===== config.mk =====
export PLATFORM = sky130hd
export DESIGN_NAME = vfw_ctrl
export DESIGN_NICKNAME = d
export VERILOG_FILES = /design/src/vfw_pkg.sv /design/src/vfw_stream_if.sv /design/src/vfw_fifo.sv /design/src/vfw_ctrl.sv
export VERILOG_INCLUDE_DIRS = /design/src /design/src/src
export SDC_FILE = /design/constraint.sdc
export NUM_CORES = 1
export LEC_CHECK = 0
export BUFFER_PORTS_ARGS = -buffer_cell sky130_fd_sc_hd__buf_2
export CORE_ASPECT_RATIO = 0.9
export CORE_MARGIN = 3
export CORE_UTILIZATION = 40
export CTS_BUF_LIST = sky130_fd_sc_hd__clkbuf_8
export DETAILED_ROUTE_END_ITERATION = 12
export GPL_TIMING_DRIVEN = 0
export HOLD_SLACK_MARGIN = 0.03
export PLACE_DENSITY = 0.58
export SLEW_MARGIN = 20
export SYNTH_ARGS = -nofsm -noshare
export SYNTH_HDL_FRONTEND = slang
export SYNTH_SLANG_ARGS = --single-unit
export TNS_END_PERCENT = 5

===== constraint.sdc =====
create_clock -name pclk -period 9.4 [get_ports pclk]
set_clock_uncertainty 0.15 [all_clocks]
set_input_delay 2.82 -clock pclk [delete_from_list [all_inputs] [get_ports pclk]]
set_output_delay 2.82 -clock pclk [all_outputs]
set_load 0.005 [all_outputs]

===== src/vfw_defines.svh =====
// Register indices, field positions, reset values and counts of the window block
`ifndef VFW_DEFINES_SVH
`define VFW_DEFINES_SVH

// Register indices; byte address is four times the index
`define VFW_IDX_FLAG 10'h11f
`define VFW_IDX_FIRST 10'h12a
`define VFW_IDX_LINES_IN 10'h12b
`define VFW_IDX_LINES_OUT 10'h12c
`define VFW_IDX_LEFT 10'h12d
`define VFW_IDX_WIDTH 10'h12e
`define VFW_IDX_NPIX 10'h12f
`define VFW_IDX_QUOTA 10'h157

// Reset values
`define VFW_RST_FIRST 12'h011
`define VFW_RST_LINES_IN 12'h1f4
`define VFW_RST_LINES_OUT 12'h0f0
`define VFW_RST_LEFT 12'h000
`define VFW_RST_WIDTH 12'h280
`define VFW_RST_NPIX 12'h280
`define VFW_RST_QUOTA 12'hbb8

// Field positions in the input line word
`define VFW_BIT_DECIM 9
`define VFW_FSEL_HI 11
`define VFW_FSEL_LO 10

// Counts
`define VFW_FRAME_PERIOD 13'hbb8
`define VFW_LINES_625 9'h138
`define VFW_LINES_525 9'h106
`define VFW_DELAY_MAX 11'h7ff

`endif


===== src/vfw_pkg.sv =====
// Types shared by the window block
package vfw_pkg;

	// Field select code, in encoding order
	typedef enum logic [1:0] {
		VFW_FIELD_BOTH,
		VFW_FIELD_EVEN,
		VFW_FIELD_ODD,
		VFW_FIELD_OFF
	} vfw_field_sel_type;

	// One set of window parameters
	typedef struct packed {
		logic [11:0] first;
		logic [11:0] lines_in;
		logic [11:0] lines_out;
		logic [11:0] left;
		logic [11:0] width;
		logic [11:0] npix;
		logic [11:0] quota;
	} vfw_param_type;

	// Whole state of the controller
	typedef struct packed {
		vfw_param_type shadow;
		vfw_param_type live;
		logic line_q;
		logic field_q;
		logic [8:0] line_cnt;
		logic [10:0] pix_cnt;
		logic [8:0] drop_acc;
		logic line_keep;
		logic [12:0] frame_acc;
		logic frame_keep;
		logic field_on;
		logic [10:0] dly_cnt;
		logic dly_armed;
		logic [10:0] flag_pos;
		logic active_flag;
		logic [31:0] prdata;
		logic pslverr;
	} vfw_state_type;

endpackage


===== src/vfw_stream_if.sv =====
// Pixel stream carrier between the controller and its buffer
`timescale 1ns/1ps
interface vfw_stream_if #(parameter int W = 16);
	logic in_valid;
	logic in_ready;
	logic [W-1:0] in_data;
	logic out_valid;
	logic out_ready;
	logic [W-1:0] out_data;
	modport buffer(input in_valid, input in_data, input out_ready,
		output in_ready, output out_valid, output out_data);
	modport user(output in_valid, output in_data, output out_ready,
		input in_ready, input out_valid, input out_data);
endinterface


===== src/vfw_fifo.sv =====
// Small synchronous FIFO for the window pixel stream
`timescale 1ns/1ps
module vfw_fifo #(
	parameter int W = 16,
	parameter int DEPTH = 4
)(
	input wire logic pclk,
	input wire logic presetn,
	vfw_stream_if.buffer s
);
	localparam int AW = (DEPTH > 1) ? $clog2(DEPTH) : 1;
	localparam int CW = $clog2(DEPTH + 1);

	typedef struct packed {
		logic [DEPTH-1:0][W-1:0] mem;
		logic [AW-1:0] wr;
		logic [AW-1:0] rd;
		logic [CW-1:0] cnt;
	} vfw_fifo_state_type;

	vfw_fifo_state_type st;
	vfw_fifo_state_type next_st;
	logic push;
	logic pop;

	// Honest flags straight from the count
	assign s.in_ready = (st.cnt != CW'(DEPTH));
	assign s.out_valid = (st.cnt != '0);
	assign s.out_data = st.mem[st.rd];
	assign push = s.in_valid && s.in_ready;
	assign pop = s.out_valid && s.out_ready;

	// Pointer and count update
	always_comb
	begin
		next_st = st;
		if (push)
		begin
			next_st.mem[st.wr] = s.in_data;
			next_st.wr = (st.wr == AW'(DEPTH - 1)) ? '0 : st.wr + AW'(1);
		end
		if (pop)
			next_st.rd = (st.rd == AW'(DEPTH - 1)) ? '0 : st.rd + AW'(1);
		if (push && !pop)
			next_st.cnt = st.cnt + CW'(1);
		else if (pop && !push)
			next_st.cnt = st.cnt - CW'(1);
	end

	// State register
	always_ff @(posedge pclk or negedge presetn)
	begin
		if (!presetn)
			st <= '0;
		else
			st <= next_st;
	end
endmodule


===== src/vfw_ctrl.sv =====
// Video field window controller with APB registers and output buffer
//
// Register access over APB was decided locally.
`timescale 1ns/1ps
`include "vfw_defines.svh"
module vfw_ctrl #(
	parameter int DATA_W = 16,
	parameter int FIFO_DEPTH = 4
)(
	input wire logic pclk,
	input wire logic presetn,
	input wire logic psel,
	input wire logic penable,
	input wire logic pwrite,
	input wire logic [11:0] paddr,
	input wire logic [31:0] pwdata,
	output logic [31:0] prdata,
	output logic pready,
	output logic pslverr,
	input wire logic line_reference,
	input wire logic field_reference,
	input wire logic field_odd,
	input wire logic std_625,
	input wire logic pix_valid,
	input wire logic [DATA_W-1:0] pix_data,
	output logic pix_ready,
	output logic win_valid,
	output logic [DATA_W-1:0] win_data,
	input wire logic win_ready,
	output logic active_flag
);
	vfw_pkg::vfw_state_type st;
	vfw_pkg::vfw_state_type next_st;
	vfw_pkg::vfw_field_sel_type fsel;
	vfw_stream_if #(.W(DATA_W)) strm();

	logic [9:0] idx;
	logic setup;
	logic wr;
	logic wo_hit;
	logic field_start;
	logic line_rise;
	logic line_fall;
	logic [8:0] total;
	logic [8:0] first9;
	logic [8:0] room;
	logic [8:0] eff_in;
	logic [8:0] line_next;
	logic in_range;
	logic [9:0] drop_sum;
	logic keep_line;
	logic cur_keep;
	logic [10:0] cur_pix;
	logic [11:0] win_end;
	logic pix_in;
	logic take;
	logic push;
	logic [12:0] frame_sum;
	logic frame_next;
	logic gate_next;

	// Output buffer; its fullness stalls the pixel source
	vfw_fifo #(.W(DATA_W), .DEPTH(FIFO_DEPTH)) u_fifo (
		.pclk(pclk),
		.presetn(presetn),
		.s(strm.buffer)
	);

	assign strm.in_valid = push;
	assign strm.in_data = pix_data;
	assign strm.out_ready = win_ready;
	assign win_valid = strm.out_valid;
	assign win_data = strm.out_data;
	assign pix_ready = strm.in_ready;

	// Bus decode; one wait-free access phase
	assign idx = paddr[11:2];
	assign setup = psel && !penable;
	assign wr = psel && penable && pwrite;
	assign wo_hit = (idx >= `VFW_IDX_FIRST) && (idx <= `VFW_IDX_NPIX);
	assign pready = psel && penable;
	assign prdata = st.prdata;
	assign pslverr = st.pslverr;
	assign active_flag = st.active_flag;

	// Edges of the video references
	assign field_start = field_reference && !st.field_q;
	assign line_rise = line_reference && !st.line_q;
	assign line_fall = !line_reference && st.line_q;

	// Effective vertical range, clamped to the field total
	assign total = std_625 ? `VFW_LINES_625 : `VFW_LINES_525;
	assign first9 = st.live.first[8:0];
	assign room = (first9 >= total) ? 9'h000 : total - first9;
	assign eff_in = (st.live.lines_in[8:0] > room) ? room : st.live.lines_in[8:0];
	assign line_next = st.line_cnt + 9'h001;
	assign in_range = (line_next >= first9)
		&& ({1'b0, line_next} < {1'b0, first9} + {1'b0, eff_in});

	// Line dropping spreads the kept lines evenly over the range
	assign drop_sum = {1'b0, st.drop_acc} + {1'b0, st.live.lines_out[8:0]};
	assign keep_line = in_range && (drop_sum >= {1'b0, eff_in});

	// A pixel in the rise cycle already belongs to the new line
	assign cur_keep = line_rise ? keep_line : st.line_keep;
	assign cur_pix = line_rise ? 11'h000 : st.pix_cnt;
	assign win_end = {1'b0, st.live.left[10:0]} + {1'b0, st.live.width[10:0]};
	assign pix_in = (cur_pix >= st.live.left[10:0])
		&& ({1'b0, cur_pix} < win_end)
		&& (cur_pix < st.live.npix[10:0]);
	assign take = pix_valid && strm.in_ready && line_reference;
	assign push = take && st.field_on && cur_keep && pix_in;

	// Frame decimation decided once per frame, at the odd field
	assign frame_sum = st.frame_acc + {1'b0, st.shadow.quota};
	always_comb
	begin
		frame_next = st.frame_keep;
		if (field_start && field_odd)
		begin
			if (!st.shadow.lines_in[`VFW_BIT_DECIM])
				frame_next = 1'b1;
			else
				frame_next = (frame_sum >= `VFW_FRAME_PERIOD);
		end
	end

	// Field select gate for the coming field
	assign fsel = vfw_pkg::vfw_field_sel_type'(
		st.shadow.lines_in[`VFW_FSEL_HI:`VFW_FSEL_LO]);
	always_comb
	begin
		case (fsel)
			vfw_pkg::VFW_FIELD_BOTH: gate_next = 1'b1;
			vfw_pkg::VFW_FIELD_EVEN: gate_next = !field_odd;
			vfw_pkg::VFW_FIELD_ODD: gate_next = field_odd;
			default: gate_next = 1'b0;
		endcase
	end

	// Next state of the whole controller
	always_comb
	begin
		next_st = st;
		next_st.line_q = line_reference;
		next_st.field_q = field_reference;
		next_st.active_flag = push;
		// Answer is prepared in setup so data leaves a flip-flop
		if (setup)
		begin
			next_st.prdata = 32'h0000_0000;
			next_st.pslverr = 1'b0;
			if (idx == `VFW_IDX_FLAG)
			begin
				next_st.prdata[11:1] = st.flag_pos;
				next_st.pslverr = pwrite;
			end
			else if (idx == `VFW_IDX_QUOTA)
				next_st.prdata[11:0] = st.shadow.quota;
			else if (!wo_hit)
				next_st.pslverr = 1'b1;
		end
		// Writes land in the shadow set only
		if (wr)
		begin
			if (idx == `VFW_IDX_FIRST)
				next_st.shadow.first = pwdata[11:0];
			else if (idx == `VFW_IDX_LINES_IN)
				next_st.shadow.lines_in = pwdata[11:0];
			else if (idx == `VFW_IDX_LINES_OUT)
				next_st.shadow.lines_out = pwdata[11:0];
			else if (idx == `VFW_IDX_LEFT)
				next_st.shadow.left = pwdata[11:0];
			else if (idx == `VFW_IDX_WIDTH)
				next_st.shadow.width = pwdata[11:0];
			else if (idx == `VFW_IDX_NPIX)
				next_st.shadow.npix = pwdata[11:0];
			else if (idx == `VFW_IDX_QUOTA)
				next_st.shadow.quota = pwdata[11:0];
		end
		// Field boundary: take over the shadow set and decide the field
		if (field_start)
		begin
			next_st.live = st.shadow;
			next_st.line_cnt = 9'h000;
			next_st.drop_acc = 9'h000;
			next_st.line_keep = 1'b0;
			next_st.frame_keep = frame_next;
			next_st.field_on = frame_next && gate_next;
			if (field_odd && st.shadow.lines_in[`VFW_BIT_DECIM])
				next_st.frame_acc = (frame_sum >= `VFW_FRAME_PERIOD)
					? frame_sum - `VFW_FRAME_PERIOD : frame_sum;
		end
		else if (line_rise)
		begin
			next_st.line_cnt = line_next;
			next_st.line_keep = keep_line;
			if (in_range)
				next_st.drop_acc = keep_line
					? 9'(drop_sum - {1'b0, eff_in}) : drop_sum[8:0];
		end
		// Pixel position within the line
		if (take)
			next_st.pix_cnt = cur_pix + 11'h001;
		else if (line_rise)
			next_st.pix_cnt = 11'h000;
		// Delay from line reference fall to the first window pixel
		if (line_fall)
		begin
			next_st.dly_cnt = 11'h000;
			next_st.dly_armed = 1'b1;
		end
		else
		begin
			if (st.dly_cnt != `VFW_DELAY_MAX)
				next_st.dly_cnt = st.dly_cnt + 11'h001; // Saturates on long blanking
			if (push && st.dly_armed)
			begin
				next_st.flag_pos = st.dly_cnt;
				next_st.dly_armed = 1'b0;
			end
		end
	end

	// State register; parameters come up at documented defaults
	always_ff @(posedge pclk or negedge presetn)
	begin
		if (!presetn)
		begin
			st <= '0;
			st.shadow.first <= `VFW_RST_FIRST;
			st.shadow.lines_in <= `VFW_RST_LINES_IN;
			st.shadow.lines_out <= `VFW_RST_LINES_OUT;
			st.shadow.left <= `VFW_RST_LEFT;
			st.shadow.width <= `VFW_RST_WIDTH;
			st.shadow.npix <= `VFW_RST_NPIX;
			st.shadow.quota <= `VFW_RST_QUOTA;
			st.live.first <= `VFW_RST_FIRST;
			st.live.lines_in <= `VFW_RST_LINES_IN;
			st.live.lines_out <= `VFW_RST_LINES_OUT;
			st.live.left <= `VFW_RST_LEFT;
			st.live.width <= `VFW_RST_WIDTH;
			st.live.npix <= `VFW_RST_NPIX;
			st.live.quota <= `VFW_RST_QUOTA;
		end
		else
			st <= next_st;
	end
endmodule


==> impl_metrics.json <==
{
  "status": "finished with violations",
  "gp_congestion": 0.851,
  "post_dp_cell_area_sq_um": 18100,
  "route.final.wire_length_mm": 41.7,
  "synth_seq_area_share_pct": 43.7,
  "clk_latency_ns": 0.63,
  "drc": 0,
  "cts_tree": "done",
  "arrival_ns": 10.13,
  "drive_gt1_share_pct": 24.8,
  "r2r-start": "first9[1]$_DFFE_PN0P_",
  "cp_slowest_stage_delay_ns": 0.44,
  "finalCritPeriodShare_pct": 104,
  "grt_pass1_wl_mm": 67.1,
  "yosysTopAreaCell": "dfrtp_1",
  "first_global_vias": 12300,
  "cpMostUsedCell": "a21oi_2",
  "critPathKind": "primary input to register",
  "path_max_fanout": 6,
  "holdBufCountCts": 0,
  "first_pass_iters": 5,
  "hp-class": "register to register",
  "drt_iter0_markers": 678,
  "ant_nets": 0,
  "worstSetupStartpoint": "std_625",
  "dieWidth_um": 221,
  "synth_ff_type": "dfrtp_1",
  "syn_area_sq_um": 16700,
  "cts.clk_slew.worst_paths_ns": 0.06,
  "r2r_setup_slack_ns": 1.34,
  "violations": "setup timing",
  "synth_warnings": 0,
  "synth_enable_flop_cells": 0,
  "vdd_drop_max_uv": 127,
  "pre_cts_slack_ns": -1.73,
  "max_freq_ghz": 0.103,
  "crit_path_top_delay_cell": "a211oi_4",
  "synth_area_leaders": "dfrtp_1, ha_1, dfstp_2, mux2_1, nand2_1",
  "start_util_pct": 40.8,
  "htree_levels": 2,
  "die_y_um": 200,
  "worstSetupStartpointType": "primary input",
  "synth-seq-cells": 290,
  "numCtsBuffers": 50,
  "cp.depth": 43,
  "grt_usage_pct": 18.9,
  "antenna_found_initial": 4,
  "numClockSinks": 290,
  "synth_top_area_share_pct": 37.6,
  "dpl.hpwl_mm": 30.6,
  "powerDensity_nw_per_um2": 148,
  "layout_common_cells": "dfrtp_1, nand2_1, ha_1, inv_1, buf_2",
  "finalCriticalPeriod_ns": 9.73,
  "cp.buffers_inverters": 5,
  "cp_top_family": "compound AO/OA/AOI/OAI gates",
  "worst_slack_ns": -0.334,
  "synth_cell_types": 79,
  "nets": 1933,
  "overflow": 0,
  "async_reset_ff_share_pct": 100,
  "cts.path.max_buffers": 3,
  "syn_inst": 1551,
  "grt_max_degree": 75,
  "vias_per_cell": 5.19,
  "synth_area_per_cell_sq_um": 10.8,
  "area_growth_pct": 16.8,
  "die_area_sq_um": 44200,
  "fillers": 3831,
  "vias": 12000,
  "rsz0062_at_grt": "true",
  "r2r_cells": 42,
  "worstPathRequired_ns": 9.80,
  "cellLeakagePower_nw": 9.60,
  "wl_per_cell_um": 18.0,
  "worstMarginPinSlew_ns": 1.07,
  "relSlewSlack_pct": 28.0,
  "finalHoldViolCount": 0,
  "io_buffers": 80,
  "rows": 70,
  "fin_area_sq_um": 19500,
  "drv_cap": 0,
  "final_common_cell": "dfrtp_1",
  "setup_viol": 71,
  "timing.hold.ws_ns": 0.278,
  "core-area_sq_um": 40900,
  "stdcell_count": 2314,
  "io_pins": 124,
  "cp-end-kind": "register",
  "cts-root-buf": "clkbuf_8",
  "cp-endpoint": "u_fifo.st[2]$_DFFE_PN0P_",
  "place_inst": 2194,
  "drv_slew": 0,
  "r2r_end": "u_fifo.st[2]$_DFFE_PN0P_"
}
==> worst register-to-register path, delay by kind of cell (launching register included) <==
kind	cells	cell delay (ns)
xor+xnor	3	0.40
fa+ha+maj	7	1.58
flops	1	0.42
simple gates	8	1.37
mux	1	0.37
buf+inv	4	0.52
compound gates	19	3.16
==> final cells by class <==
class	instances	area, sq um	share of cell area, %
Antenna cell	3	7.51	0.0385
Buffer	83	554	2.84
Clock buffer	59	812	4.16
Clock inverter	32	208	1.06
Inverter	67	264	1.35
Multi-Input combinational cell	1130	8940	45.8
Sequential cell	290	7310	37.5
Tap cell	540	676	3.46
Timing Repair Buffer	110	738	3.78
==> cell usage after synthesis (all sizes together) (4+ instances only) <==
| master | number |
|---|---|
| nor3 | 26 |
| nor2b | 12 |
| a2111oi | 4 |
| o21ai | 87 |
| nand4 | 9 |
| a221oi | 5 |
| o2bb2ai | 8 |
| clkbuf | 31 |
| nand3 | 22 |
| a31oi | 7 |
| xnor2 | 41 |
| a21oi | 67 |
| a211oi | 13 |
| and2 | 18 |
| xor2 | 36 |
| o211ai | 8 |
| nand2b | 16 |
| nand2 | 211 |
| or2 | 5 |
| mux4 | 16 |
| nor2 | 67 |
| nor3b | 7 |
| inv | 67 |
| a22oi | 11 |
| dfstp | 39 |
| o21a | 9 |
| dfrtp | 251 |
| o21bai | 8 |
| buf | 52 |
| ha | 123 |
| fa | 7 |
| and3 | 15 |
| mux2 | 160 |
| a21o | 23 |
| o2111ai | 6 |
| mux2i | 11 |
| or3 | 6 |
| nor4 | 7 |
==> routing by layer <==
metal | vias up | routed length, um | track usage, %
li1 | 5818 | - | -
met1 | 5898 | 20700 | 27.6
met2 | 227 | 18500 | 29.5
met3 | 57 | 1790 | 3.22
met4 | 0 | 712 | 4.82
met5 | - | 0 | 0
==> through the flow <==
| stage | util [%] | total power, mW | TNS [ns] |
|---|---|---|---|
| after floorplan | - | 1.59 | -5.78 |
| after global placement | 43.9 | 1.71 | -163.99 |
| after detailed placement | 44.2 | 1.73 | -131.04 |
| after CTS | 47.3 | 2.94 | -8.27 |
| after global routing | 47.7 | 3.05 | -35.23 |
| final | 47.7 | 2.89 | -12.52 |
==> cell families after synthesis <==
kind of cell	after synthesis	synth area share [%]
adders and majority gates	130	10.1
DFF	290	43.7
xor gates and xnor gates	77	4.13
and+or+nand+nor	431	11.9
AOI/OAI and AO/OA	285	11.2
buffers and inverters	150	4.68
muxes	187	14.3
other	1	0.0225
==> power by group <==
part	internal, mW	switching (mW)
Clock	0.631	0.543
Combinational	0.166	0.233
Sequential	1.29	0.0334
==> flip-flops by register name, indices dropped and copies added, names as in the netlist <==
name	count
first9	9
active_flag	1
prdata	12
fsel	2
u_fifo.st	71
pslverr	1
st	194
==> worst min-delay path by stage <==
stage,startpoint,endpoint,slack [ns],cells after the start
6_report,st[219]$_DFFE_PN1P_,st[135]$_DFFE_PN1P_,0.28,2
4_1_cts,st[219]$_DFFE_PN1P_,st[135]$_DFFE_PN1P_,0.29,2
3_5_place_dp,st[221]$_DFFE_PN1P_,st[137]$_DFFE_PN1P_,0.30,2
3_3_place_gp,st[219]$_DFFE_PN1P_,st[135]$_DFFE_PN1P_,0.29,2
2_1_floorplan,st[219]$_DFFE_PN1P_,st[135]$_DFFE_PN1P_,0.28,2
5_1_grt,st[256]$_DFFE_PN1P_,st[172]$_DFFE_PN1P_,0.31,2
==> repair_timing <==
| action | 4_1_cts | 5_1_grt |
|---|---|---|
| buffers inserted | 16 | 9 |
| cloned | 0 | 1 |
| resized for setup | 25 | 28 |
| pin swaps | 15 | 9 |
| setup endpoints to repair | 88 | 88 |
No activity file was read; power rests on OpenSTA's default activity.
